===== config.mk =====
export PLATFORM = sky130hd
export DESIGN_NAME = jrx_link_regs
export DESIGN_NICKNAME = d
export VERILOG_FILES = /design/src/pkg/jrx_pkg.sv /design/src/verilog/jrx_sync2.sv /design/src/verilog/jrx_fifo.sv /design/src/verilog/jrx_link_regs.sv
export VERILOG_INCLUDE_DIRS = /design/src /design/src/pkg
export SDC_FILE = /design/constraint.sdc
export NUM_CORES = 2
export LEC_CHECK = 0
export ABC_AREA = 0
export BUFFER_PORTS_ARGS = -buffer_cell sky130_fd_sc_hd__buf_2
export CAP_MARGIN = 20
export CORE_MARGIN = 8
export CORE_UTILIZATION = 29
export CTS_BUF_LIST = sky130_fd_sc_hd__clkbuf_4
export DETAILED_ROUTE_END_ITERATION = 10
export PLACE_DENSITY_LB_ADDON = 0.2
export RECOVER_POWER = 100
export SLEW_MARGIN = 10
export SYNTH_ARGS = -nofsm -noshare
export SYNTH_HDL_FRONTEND = slang
export SYNTH_HIERARCHICAL = 1
export SYNTH_SLANG_ARGS = --single-unit

===== constraint.sdc =====
create_clock -name clock_in -period 6.85 [get_ports clock_in]
set_input_delay 0.3425 -clock clock_in [delete_from_list [all_inputs] [get_ports clock_in]]
set_output_delay 0.3425 -clock clock_in [all_outputs]
set_load 0.02 [all_outputs]

===== src/pkg/jrx_regs.svh =====
`ifndef JRX_REGS_SVH
`define JRX_REGS_SVH

// Register offsets
`define JRX_OFS_SYNC_MODE   15'h0104
`define JRX_OFS_KLEN        15'h0105
`define JRX_OFS_DELAY       15'h0106
`define JRX_OFS_STATUS      15'h0107

// Configuration reset values
`define JRX_SYNC_MODE_RESET 2'h0
`define JRX_KLEN_RESET      8'h1f
`define JRX_DELAY_RESET     6'h00

// Sync word mode encodings
`define JRX_MODE_CRC12      2'h0

// Status bit positions
`define JRX_ST_FAULT        7
`define JRX_ST_LINK_UP      6
`define JRX_ST_SYNC_LEVEL   5
`define JRX_ST_REALIGNED    4
`define JRX_ST_CONSISTENT   3
`define JRX_ST_PLL_LOCKED   2

// Serial frame: read flag, address, data
`define JRX_SPI_FRAME_BITS  5'h18
`define JRX_SPI_HDR_BITS    5'h10
`define JRX_SPI_RD_BIT      23

// CRC field in the sync word
`define JRX_SW_CRC_HI       11
`define JRX_SW_CRC_LO       0

// Octets per data word, as a shift
`define JRX_OCTET_SHIFT     2

`endif


===== src/pkg/jrx_pkg.sv =====
package jrx_pkg;

  // Link bring-up states, one-hot
  typedef enum logic [2:0] {
    JRX_LNK_OFF  = 3'b001,
    JRX_LNK_WAIT = 3'b010,
    JRX_LNK_UP   = 3'b100
  } jrx_link_state_t;

  // Software-visible configuration
  typedef struct packed {
    logic [1:0] sync_word_mode_select;
    logic [7:0] frames_per_multiframe_minus_one;
    logic [5:0] release_delay_octets;
  } jrx_cfg_t;

endpackage


===== src/verilog/jrx_sync2.sv =====
`timescale 1ns/1ps
`default_nettype none

module jrx_sync2
  import jrx_pkg::*;
#(
  parameter int WIDTH = 1
) (
  input  wire logic             clock_in,
  input  wire logic             reset_in,
  input  wire logic [WIDTH-1:0] async_in,
  output logic      [WIDTH-1:0] sync_out
);

  // Two flops; the first is read only by the second
  typedef struct packed {
    logic [WIDTH-1:0] meta;
    logic [WIDTH-1:0] stable;
  } jrx_sync_state_t;

  jrx_sync_state_t st_r;
  jrx_sync_state_t st_nxt;

  // Shift the pin level one stage per cycle
  always_comb begin
    st_nxt        = st_r;
    st_nxt.meta   = async_in;
    st_nxt.stable = st_r.meta;
  end

  // Register the state
  always_ff @(posedge clock_in) begin
    if (reset_in) begin
      st_r <= '0;
    end else begin
      st_r <= st_nxt;
    end
  end

  assign sync_out = st_r.stable;

endmodule

`default_nettype wire


===== src/verilog/jrx_fifo.sv =====
`timescale 1ns/1ps
`default_nettype none

module jrx_fifo
  import jrx_pkg::*;
#(
  parameter int WIDTH = 32,
  parameter int DEPTH = 32
) (
  input  wire logic             clock_in,
  input  wire logic             reset_in,
  input  wire logic             flush_in,
  input  wire logic             in_valid_in,
  input  wire logic [WIDTH-1:0] in_data_in,
  output logic                  in_ready_out,
  output logic                  out_valid_out,
  output logic      [WIDTH-1:0] out_data_out,
  input  wire logic             out_ready_in
);

  // Depth is a power of two so pointers wrap freely
  localparam int AW = $clog2(DEPTH);

  typedef struct packed {
    logic [DEPTH-1:0][WIDTH-1:0] mem;
    logic [AW-1:0]               wptr;
    logic [AW-1:0]               rptr;
    logic [AW:0]                 count;
    logic                        ready;
  } jrx_fifo_state_t;

  jrx_fifo_state_t st_r;
  jrx_fifo_state_t st_nxt;
  logic            push;
  logic            pop;

  // Push and pop; ready is a flop
  always_comb begin
    st_nxt = st_r;
    push   = in_valid_in && st_r.ready;
    pop    = out_ready_in && (st_r.count != '0);
    if (flush_in) begin
      st_nxt.wptr  = '0;
      st_nxt.rptr  = '0;
      st_nxt.count = '0;
    end else begin
      if (push) begin
        st_nxt.mem[st_r.wptr] = in_data_in;
        st_nxt.wptr           = st_r.wptr + 1'b1;
      end
      if (pop) begin
        st_nxt.rptr = st_r.rptr + 1'b1;
      end
      if (push && !pop) begin
        st_nxt.count = st_r.count + 1'b1;
      end else if (pop && !push) begin
        st_nxt.count = st_r.count - 1'b1;
      end
    end
    st_nxt.ready = (st_nxt.count != (AW+1)'(DEPTH));
  end

  // Register the state
  always_ff @(posedge clock_in) begin
    if (reset_in) begin
      st_r       <= '0;
      st_r.ready <= 1'b1;
    end else begin
      st_r <= st_nxt;
    end
  end

  assign in_ready_out  = st_r.ready;
  assign out_valid_out = (st_r.count != '0);
  assign out_data_out  = st_r.mem[st_r.rptr];

endmodule

`default_nettype wire


===== src/verilog/jrx_link_regs.sv =====
// What this block does
// Mode zero enables CRC-12 sync word checking.
// Sync word mode only acts in 64b/66b.
// Command fields in sync word are ignored.
// Settings change only while link disabled; the block accepts writes at any time.
// Length field holds K minus one, reset 31.
// Software programs only legal K values.
// 64b/66b uses K equal 256*E/F.
// Each delay step shifts release four octets.
// Software keeps release delay legal.
// Buffer underflow/overflow sets fault.
// Writing one clears fault bit.
// Link-up bit reads one once released.
// Bit five shows the SYNC level.
// SYSREF realign sets sticky bit.
// Bit three shows last SYSREF phase consistent.
// Consistency may take several SYSREF pulses.
// SYSREF bits meaningless in subclass zero.
// Bit two means all enabled PLLs locked.
// Encoding select: zero 8b/10b, one 64b/66b.
// Subclass one releases on shifted boundary.
// Flags change only by events, clears.
`include "jrx_regs.svh"
`timescale 1ns/1ps
`default_nettype none

module jrx_link_regs
  import jrx_pkg::*;
#(
  parameter int DATA_WIDTH = 32,
  parameter int FIFO_DEPTH = 32,
  parameter int PLL_COUNT  = 2
) (
  input  wire logic                  clock_in,
  input  wire logic                  reset_in,
  // Serial control port pins
  input  wire logic                  spi_clk_in,
  input  wire logic                  spi_sel_n_in,
  input  wire logic                  spi_data_in,
  output logic                       spi_data_out,
  // Link control
  input  wire logic                  link_enable_in,
  input  wire logic                  link_encoding_select_in,
  input  wire logic                  subclass_select_in,
  input  wire logic [4:0]            frame_octets_in,
  input  wire logic [4:0]            multiblocks_in,
  input  wire logic                  lanes_synced_in,
  // SYSREF and PLL lock pins
  input  wire logic                  sysref_in,
  input  wire logic [PLL_COUNT-1:0]  pll_lock_in,
  input  wire logic [PLL_COUNT-1:0]  pll_enable_in,
  // Sync words and local CRC
  input  wire logic                  sync_word_valid_in,
  input  wire logic [31:0]           sync_word_in,
  input  wire logic [11:0]           crc_calc_in,
  // Lane data in
  input  wire logic                  lane_valid_in,
  input  wire logic [DATA_WIDTH-1:0] lane_data_in,
  output logic                       lane_ready_out,
  // Released data
  output logic                       data_valid_out,
  output logic [DATA_WIDTH-1:0]      data_out,
  input  wire logic                  data_ready_in,
  // Link indications
  output logic                       sync_request_n_out,
  output logic                       link_up_out,
  output logic                       crc_check_enable_out,
  output logic                       crc_error_out
);

  // Whole block state
  typedef struct packed {
    jrx_link_state_t        link;        // Bring-up state
    jrx_cfg_t               cfg;         // Software settings
    logic                   fault;       // Elastic buffer fault, sticky
    logic                   realigned;   // SYSREF realign event, sticky
    logic                   consistent;  // Last SYSREF matched phase
    logic                   pll_ok;      // All enabled PLLs locked
    logic                   sync_level;  // One while SYNC de-asserted
    logic [11:0]            lmfc;        // Word position in multiframe
    logic                   sysref_d;    // Previous SYSREF sample
    logic                   sclk_d;      // Previous serial clock sample
    logic [4:0]             bitcnt;      // Serial bits received
    logic [23:0]            shin;        // Serial shift-in register
    logic [7:0]             shout;       // Serial read data
    logic                   sdo;         // Serial output bit
    logic                   out_valid;   // Output stage full
    logic [DATA_WIDTH-1:0]  out_data;    // Output stage word
    logic                   crc_en;      // CRC checking active
    logic                   crc_err;     // CRC mismatch pulse
  } jrx_top_state_t;

  jrx_top_state_t        st_r;
  jrx_top_state_t        st_nxt;

  logic                  spi_clk_s;      // Synchronised pins
  logic                  spi_sel_n_s;
  logic                  spi_data_s;
  logic                  sysref_s;
  logic [PLL_COUNT-1:0]  pll_lock_s;

  logic                  fifo_ready;     // Buffer accepts a word
  logic                  fifo_valid;     // Buffer holds a word
  logic [DATA_WIDTH-1:0] fifo_data;      // Oldest buffered word
  logic                  fifo_pop;       // Move a word to the output

  logic [13:0]           k_times_f;      // Octets per multiframe
  logic [11:0]           period_words;   // Words per multiframe
  logic                  sysref_rise;
  logic                  release_opp;
  logic                  underflow;
  logic                  overflow;
  logic                  sclk_rise;
  logic                  sclk_fall;
  logic [23:0]           frame;
  logic                  wr_en;
  logic [14:0]           wr_addr;
  logic [7:0]            wr_data;

  // Asynchronous pins pass two flops
  jrx_sync2 #(
    .WIDTH (4 + PLL_COUNT)
  ) u_sync (
    .clock_in (clock_in),
    .reset_in (reset_in),
    .async_in ({spi_clk_in, spi_sel_n_in, spi_data_in, sysref_in, pll_lock_in}),
    .sync_out ({spi_clk_s, spi_sel_n_s, spi_data_s, sysref_s, pll_lock_s})
  );

  // Elastic buffer; flushed while the link is off
  jrx_fifo #(
    .WIDTH (DATA_WIDTH),
    .DEPTH (FIFO_DEPTH)
  ) u_fifo (
    .clock_in      (clock_in),
    .reset_in      (reset_in),
    .flush_in      (!link_enable_in),
    .in_valid_in   (lane_valid_in),
    .in_data_in    (lane_data_in),
    .in_ready_out  (fifo_ready),
    .out_valid_out (fifo_valid),
    .out_data_out  (fifo_data),
    .out_ready_in  (fifo_pop)
  );

  // Register read multiplexer; unmapped addresses read zero
  function automatic logic [7:0] read_mux(input logic [14:0] addr, input jrx_top_state_t s);
    logic [7:0] d;
    d = 8'h00;
    unique case (addr)
      `JRX_OFS_SYNC_MODE: begin
        d[1:0] = s.cfg.sync_word_mode_select;
      end
      `JRX_OFS_KLEN: begin
        d = s.cfg.frames_per_multiframe_minus_one;
      end
      `JRX_OFS_DELAY: begin
        d[5:0] = s.cfg.release_delay_octets;
      end
      `JRX_OFS_STATUS: begin
        d[`JRX_ST_FAULT]      = s.fault;
        d[`JRX_ST_LINK_UP]    = s.link[2];
        d[`JRX_ST_SYNC_LEVEL] = s.sync_level;
        d[`JRX_ST_REALIGNED]  = s.realigned;
        d[`JRX_ST_CONSISTENT] = s.consistent;
        d[`JRX_ST_PLL_LOCKED] = s.pll_ok;
      end
      default: begin
        d = 8'h00;
      end
    endcase
    return d;
  endfunction

  // Multiframe length in words; 64b/66b uses 256*E octets
  always_comb begin
    k_times_f = ({6'h00, st_r.cfg.frames_per_multiframe_minus_one} + 14'h0001)
                * {9'h000, frame_octets_in};
    if (link_encoding_select_in) begin
      period_words = {1'b0, multiblocks_in, 6'h00};
    end else begin
      period_words = 12'(k_times_f >> `JRX_OCTET_SHIFT);
    end
    if (period_words == 12'h000) begin
      period_words = 12'h001;  // Guards against a zero F or E setting
    end
  end

  // Main next-state logic
  always_comb begin
    st_nxt      = st_r;
    frame       = {st_r.shin[22:0], spi_data_s};
    sclk_rise   = spi_clk_s && !st_r.sclk_d;
    sclk_fall   = !spi_clk_s && st_r.sclk_d;
    sysref_rise = sysref_s && !st_r.sysref_d;
    wr_en       = 1'b0;
    wr_addr     = frame[22:8];
    wr_data     = frame[7:0];

    st_nxt.sclk_d   = spi_clk_s;
    st_nxt.sysref_d = sysref_s;

    // Serial port: frame is read flag, address, then data, MSB first
    if (spi_sel_n_s) begin
      st_nxt.bitcnt = 5'h00;
      st_nxt.sdo    = 1'b0;
    end else begin
      if (sclk_rise && (st_r.bitcnt != `JRX_SPI_FRAME_BITS)) begin
        st_nxt.shin   = frame;
        st_nxt.bitcnt = st_r.bitcnt + 5'h01;
        // Read data fetched once the address is in
        if (st_r.bitcnt == (`JRX_SPI_HDR_BITS - 5'h01)) begin
          st_nxt.shout = read_mux(frame[14:0], st_r);
        end
        // A write lands on the last data bit
        if ((st_r.bitcnt == (`JRX_SPI_FRAME_BITS - 5'h01)) && !frame[`JRX_SPI_RD_BIT]) begin
          wr_en = 1'b1;
        end
      end
      // Read data leaves on falling edges during the data phase only
      if (sclk_fall && (st_r.bitcnt >= `JRX_SPI_HDR_BITS)
          && st_r.shin[5'(st_r.bitcnt - 5'h01)]) begin
        st_nxt.sdo   = st_r.shout[7];
        st_nxt.shout = {st_r.shout[6:0], 1'b0};
      end
    end

    // Writes act at once; software holds them while linked
    if (wr_en) begin
      unique case (wr_addr)
        `JRX_OFS_SYNC_MODE: begin
          st_nxt.cfg.sync_word_mode_select = wr_data[1:0];
        end
        `JRX_OFS_KLEN: begin
          st_nxt.cfg.frames_per_multiframe_minus_one = wr_data;
        end
        `JRX_OFS_DELAY: begin
          st_nxt.cfg.release_delay_octets = wr_data[5:0];
        end
        `JRX_OFS_STATUS: begin
          // Write-one clears; the hardware set below still wins
          if (wr_data[`JRX_ST_FAULT]) begin
            st_nxt.fault = 1'b0;
          end
          if (wr_data[`JRX_ST_REALIGNED]) begin
            st_nxt.realigned = 1'b0;
          end
        end
        default: begin
          st_nxt.cfg = st_r.cfg;
        end
      endcase
    end

    // CRC-12 check of the sync word only in 64b/66b with mode zero
    st_nxt.crc_en  = link_encoding_select_in
                     && (st_r.cfg.sync_word_mode_select == `JRX_MODE_CRC12);
    st_nxt.crc_err = 1'b0;
    if (st_r.crc_en && sync_word_valid_in) begin
      // Only the CRC field is compared; command bits ignored
      st_nxt.crc_err = (sync_word_in[`JRX_SW_CRC_HI:`JRX_SW_CRC_LO] != crc_calc_in);
    end

    // Multiframe word counter; cleared while link is off
    if (!link_enable_in) begin
      st_nxt.lmfc = 12'h000;
    end else if (st_r.lmfc >= (period_words - 12'h001)) begin
      st_nxt.lmfc = 12'h000;
    end else begin
      st_nxt.lmfc = st_r.lmfc + 12'h001;
    end

    // SYSREF phase check; unused in subclass zero
    if (link_enable_in && subclass_select_in && sysref_rise) begin
      st_nxt.consistent = (st_r.lmfc == 12'h000);
      if (st_r.lmfc != 12'h000) begin
        // Out of phase: pull the counter onto SYSREF and flag it.
        // Consistency may need several pulses.
        st_nxt.lmfc      = 12'h001;
        st_nxt.realigned = 1'b1;
      end
    end

    // Release opportunity: boundary shifted by delay, one word per step
    release_opp = (st_r.lmfc == {6'h00, st_r.cfg.release_delay_octets});

    // Link bring-up
    unique case (st_r.link)
      JRX_LNK_OFF: begin
        if (link_enable_in) begin
          st_nxt.link = JRX_LNK_WAIT;
        end
      end
      JRX_LNK_WAIT: begin
        if (!link_enable_in) begin
          st_nxt.link = JRX_LNK_OFF;
        end else if (fifo_valid && lanes_synced_in
                     && (!subclass_select_in || release_opp)) begin
          st_nxt.link = JRX_LNK_UP;
        end
      end
      JRX_LNK_UP: begin
        if (!link_enable_in) begin
          st_nxt.link = JRX_LNK_OFF;
        end
      end
      default: begin
        st_nxt.link = JRX_LNK_OFF;
      end
    endcase

    // Output stage drains the buffer once released
    fifo_pop  = st_r.link[2] && (!st_r.out_valid || data_ready_in);
    underflow = fifo_pop && !fifo_valid;
    overflow  = lane_valid_in && !fifo_ready;
    if (!link_enable_in) begin
      st_nxt.out_valid = 1'b0;
    end else if (fifo_pop && fifo_valid) begin
      st_nxt.out_valid = 1'b1;
      st_nxt.out_data  = fifo_data;
    end else if (data_ready_in) begin
      st_nxt.out_valid = 1'b0;
    end

    // Buffer fault is sticky; a set in the clear cycle wins
    if (underflow || overflow) begin
      st_nxt.fault = 1'b1;
    end

    // Live status levels
    st_nxt.sync_level = link_enable_in && lanes_synced_in;
    st_nxt.pll_ok     = &(pll_lock_s | ~pll_enable_in);
  end

  // Register the state; status flags reset to zero
  always_ff @(posedge clock_in) begin
    if (reset_in) begin
      st_r <= '0;
      st_r.link <= JRX_LNK_OFF;
      st_r.cfg.sync_word_mode_select <= `JRX_SYNC_MODE_RESET;
      st_r.cfg.frames_per_multiframe_minus_one <= `JRX_KLEN_RESET;
      st_r.cfg.release_delay_octets <= `JRX_DELAY_RESET;
    end else begin
      st_r <= st_nxt;
    end
  end

  // Outputs straight from flops
  assign spi_data_out         = st_r.sdo;
  assign lane_ready_out       = fifo_ready;
  assign data_valid_out       = st_r.out_valid;
  assign data_out             = st_r.out_data;
  assign sync_request_n_out   = st_r.sync_level;
  assign link_up_out          = st_r.link[2];
  assign crc_check_enable_out = st_r.crc_en;
  assign crc_error_out        = st_r.crc_err;

endmodule

`default_nettype wire


==> run_results.csv <==
group,metric,value,unit
run_status,status,"complete, but fails checks",
run_status,violations,"max-capacitance violations, max-slew violations",
synthesis,ys_ff_latch,1164,
detailed_routing,wirelength,185.8,mm
floorplanning,top_level_ports,142,
floorplanning,core_area,178200,um^2
synthesis,synth_cell_types,85,
synthesis,synth_flop_cell,"dfxtp_1",
detailed_routing,vias,43780,
detailed_routing,drtAntennaViolNets,0,
timing,fin_crit_sh,94.97,%
floorplanning,initial_core_util,29.13,%
detailed_routing,drt_iter0_markers,4011,
clocking,cts_tree,"done",
clocking,clock_sinks,1164,
timing,slew_headroom,-121.6,%
grt,grtUsageTotal,18.61,%
run,cap_violations,37,
synthesis,syn_area_per_cell,8.600,um^2
placed_design,gp_congestion,0.7413,
clocking,clk_latency,1.34,ns
grt,grt_pass1_vias,42010,
layout,fillers,18510,
clocking,numCtsBuffers,332,
synthesis,yosysSeqAreaShare,44.88,%
synthesis,yosysWarningCount,6,
worst_setup_path,path_class,"flip-flop to flip-flop",
layout,design_area,59430,um^2
detailed_routing,drt_pass1_iterations,6,
synthesis,synth-xor-area-share,1.080,%
synthesis,synth_top_family_by_area,"simple AND/OR/NAND/NOR gates",
synthesis,synth.cell_area,51920,um^2
synthesis,synth_simple_gate_area_share,19.44,%
floorplanning,die_w,439.1,um
layout,synthToLayoutAreaGrowth,14.47,%
timing,hold_violations,0,
power,p_leak,19.38,nW
timing,timing.fmax,153.7,MHz
detailed_routing,wl_per_cell,21.33,um
worst_hold_path,hold_path.startpoint,"lane_data_in[29]",
worst_setup_path,arrival,7.61,ns
clocking,cts.clk_slew.worst_paths,0.07,ns
synthesis,syn_inst,6037,
placed_design,port_buffers,121,
power,peakVddDrop,0.0001163,V
synthesis,synth-async-reset-ratio,0,%
worst_setup_path,cp-end-kind,"flip-flop",
floorplanning,die-area,192800,um^2
clocking,htree_levels,5,
timing,setup_viol,0,
worst_hold_path,hp-class,"input pin to flip-flop",
grt,grt_util_met1,24.90,%
clocking,clockBufferDepth,4,
layout,final_nets,6306,
grt,antenna_found_initial,7,
timing,fin_hold_ws,0.1464,ns
floorplanning,rows,155,
worst_setup_path,cp_max_fo,6,
worst_setup_path,start_kind,"flip-flop",
timing,final.setup_skew,0.1710,ns
worst_setup_path,r2r_start,"st_r[99]",
grt,overflow,0,
placed_design,dpl.hpwl,98.13,mm
worst_setup_path,rrSetupSlack,0.34,ns
synthesis,synth_compound_area_share,12.03,%
placed_design,placed_cell_area,54500,um^2
synthesis,synth_edf_count,0,
synthesis,yosys-mux-area-fraction,15.74,%
layout,drive_above_1_share,18.50,%
worst_setup_path,rr_worst_depth,27,
grt,gr-usage-met2,29.98,%
worst_setup_path,cp.required,7.95,ns
grt,grt_first_pass_wirelength,275.4,mm
worst_hold_path,min_to,"u_fifo/st_r[110]",
grt,grt_max_degree,192,
power,power_density,230.5,nW/um^2
synthesis,synth_fa_ha_area_share,1.962,%
floorplanning,dieHeight,439.1,um
worst_hold_path,hold_depth,4,
clocking,cts-root-buf,"clkbuf_4",
detailed_routing,drc,0,
timing,finalCriticalPeriod,6.506,ns
grt,busiest_layer,"met2",
worst_setup_path,r2r_end,"st_r[76]",
detailed_routing,drt-vias-per-instance,5.025,
timing,worst_pin_slew,3.320,ns
power,p_total,13.70,mW
grt,grt_use_met3,3.999,%
synthesis,synth.net_count,6208,
timing,slew_violations,1225,
[placed cells by master (no fill, tap or decap), types with 29 or more instances in the layout]
cell,count
dlygate4sd3_1,77
clkbuf_1,71
dfxtp_1,1156
a21oi_1,1090
buf_4,82
clkbuf_4,496
buf_2,80
xnor2_1,35
inv_1,50
mux2i_1,42
nor2_4,30
nand2_1,2168
clkinv_1,44
ha_1,44
nor2b_1,33
nand2_2,29
mux4_2,320
mux2_2,38
nor2_1,100
[state kept, by name, summed over array words and instances, names as in the netlist]
signal,count
crc_check_enable_out,1
crc_error_out,1
data_out,32
data_valid_out,1
frame,23
link_up_out,1
spi_data_out,1
st_r,50
sync_request_n_out,1
u_fifo/in_ready_out,1
u_fifo/st_r,1040
u_sync/st_nxt,6
u_sync/sync_out,6
[what timing repair did]
action	CTS	global route
gates cloned	1	0
pin swaps	6	12
resized for setup	19	32
hold buffers	77	0
buffers inserted	0	6
hold endpoints to repair	1153	0
endpoints found under the setup margin	12	12
[metrics by stage]
step           utilization (%)  setup slack, ns  instances  TNS (ns)
4_1_cts                  33.31          0.02434       8695         0
2_1_floorplan                -           0.1853       6037         0
3_3_place_gp             30.58          -0.1066       8067   -0.8499
5_1_grt                  33.34         -0.02254       8711  -0.05387
6_report                 33.35           0.3445       8712         0
3_5_place_dp             30.58          -0.1649       8067    -1.462
[where the power goes]
| group | switching, mW | total [mW] | leakage [nW] | internal (mW) |
|---|---|---|---|---|
| clock | 3.01 | 6.39 | 2.42 | 3.38 |
| combinational | 0.359 | 0.511 | 7.58 | 0.152 |
| sequential | 0.0159 | 6.80 | 9.38 | 6.79 |
| total | 3.38 | 13.7 | 19.4 | 10.3 |
[cell type report]
| type | instances | area, um^2 | share of cell area, % |
|---|---|---|---|
| multi-input cells | 4256 | 26600 | 44.75 |
| inverters | 53 | 198.9 | 0.3347 |
| clock inverters | 55 | 291.5 | 0.4905 |
| well taps | 2355 | 2947 | 4.958 |
| repair buffers | 328 | 2342 | 3.941 |
| diodes | 6 | 15.01 | 0.02526 |
| clock buffers | 495 | 3716 | 6.253 |
| flip-flops and latches | 1164 | 23320 | 39.25 |
[cell usage after synthesis (7+ instances only)]
master | n | share of area, %
buf_4 | 39 | 0.56
buf_2 | 27 | 0.26
inv_1 | 50 | 0.36
nor4_1 | 13 | 0.16
and2_1 | 24 | 0.29
mux2_2 | 39 | 0.85
xor2_1 | 28 | 0.47
ha_1 | 47 | 1.1
nand2b_1 | 11 | 0.13
a21o_1 | 7 | 0.10
o21ai_0 | 13 | 0.13
nor2b_2 | 8 | 0.13
and3_1 | 15 | 0.18
a211oi_1 | 7 | 0.10
mux2i_1 | 42 | 0.81
nor3_1 | 14 | 0.13
a211o_1 | 8 | 0.13
nor2_1 | 132 | 0.95
nand4_1 | 16 | 0.19
a21oi_1 | 1093 | 11
buf_1 | 19 | 0.14
nand2_1 | 2197 | 16
xnor2_1 | 36 | 0.61
nand3_1 | 17 | 0.16
nor3b_1 | 7 | 0.10
dfxtp_1 | 1164 | 45
fa_1 | 21 | 0.81
clkbuf_1 | 475 | 3.4
nor2b_1 | 31 | 0.37
mux4_2 | 320 | 14
[critical path: stages, from the launching register on]
cell and delay, ns:
dfxtp_4 0.36, ha_4 0.17, buf_4 0.14, xor2_4 0.17, nand2_1 0.10, fa_1 0.57
fa_1 0.44, fa_1 0.49, inv_1 0.04, ha_1 0.33, nor2b_1 0.17, o2111a_1 0.28
o22ai_1 0.21, mux2_2 0.41, a31o_2 0.26, nand3_2 0.09, a21boi_4 0.21, ha_4 0.17
o21ai_4 0.08, nor2_2 0.14, xnor2_1 0.10, ha_1 0.21, a211o_1 0.27, or2_2 0.30
a211oi_2 0.17, o2111ai_2 0.16, buf_6 0.20, a21boi_0 0.14
[worst max path at each step]
stage,startpoint,end,slack [ns],cells after the start
after detailed placement,st_r[98],st_r[76],-0.16,27
final,st_r[99],st_r[76],0.34,27
after global placement,st_r[98],st_r[76],-0.11,30
after CTS,st_r[98],st_r[76],0.02,29
after global routing,st_r[98],st_r[81],-0.02,29
after floorplan,st_r[98],st_r[77],0.19,30
[logic make-up after synthesis]
group / Yosys count
XOR/XNOR: 64
AND/OR/NAND/NOR: 2528
multiplexers: 405
AO/OA/AOI/OAI: 1190
flip-flops: 1164
adder cells (fa/ha/maj): 69
buffers and inverters: 617
[layer usage]
metal | up-vias | share of wire, %
li1 | 20680 | -
met1 | 21300 | 43
met2 | 1489 | 47
met3 | 313 | 7.3
met4 | 2 | 2.6
met5 | - | 0.0070
Power figures use the tool's default switching activity.
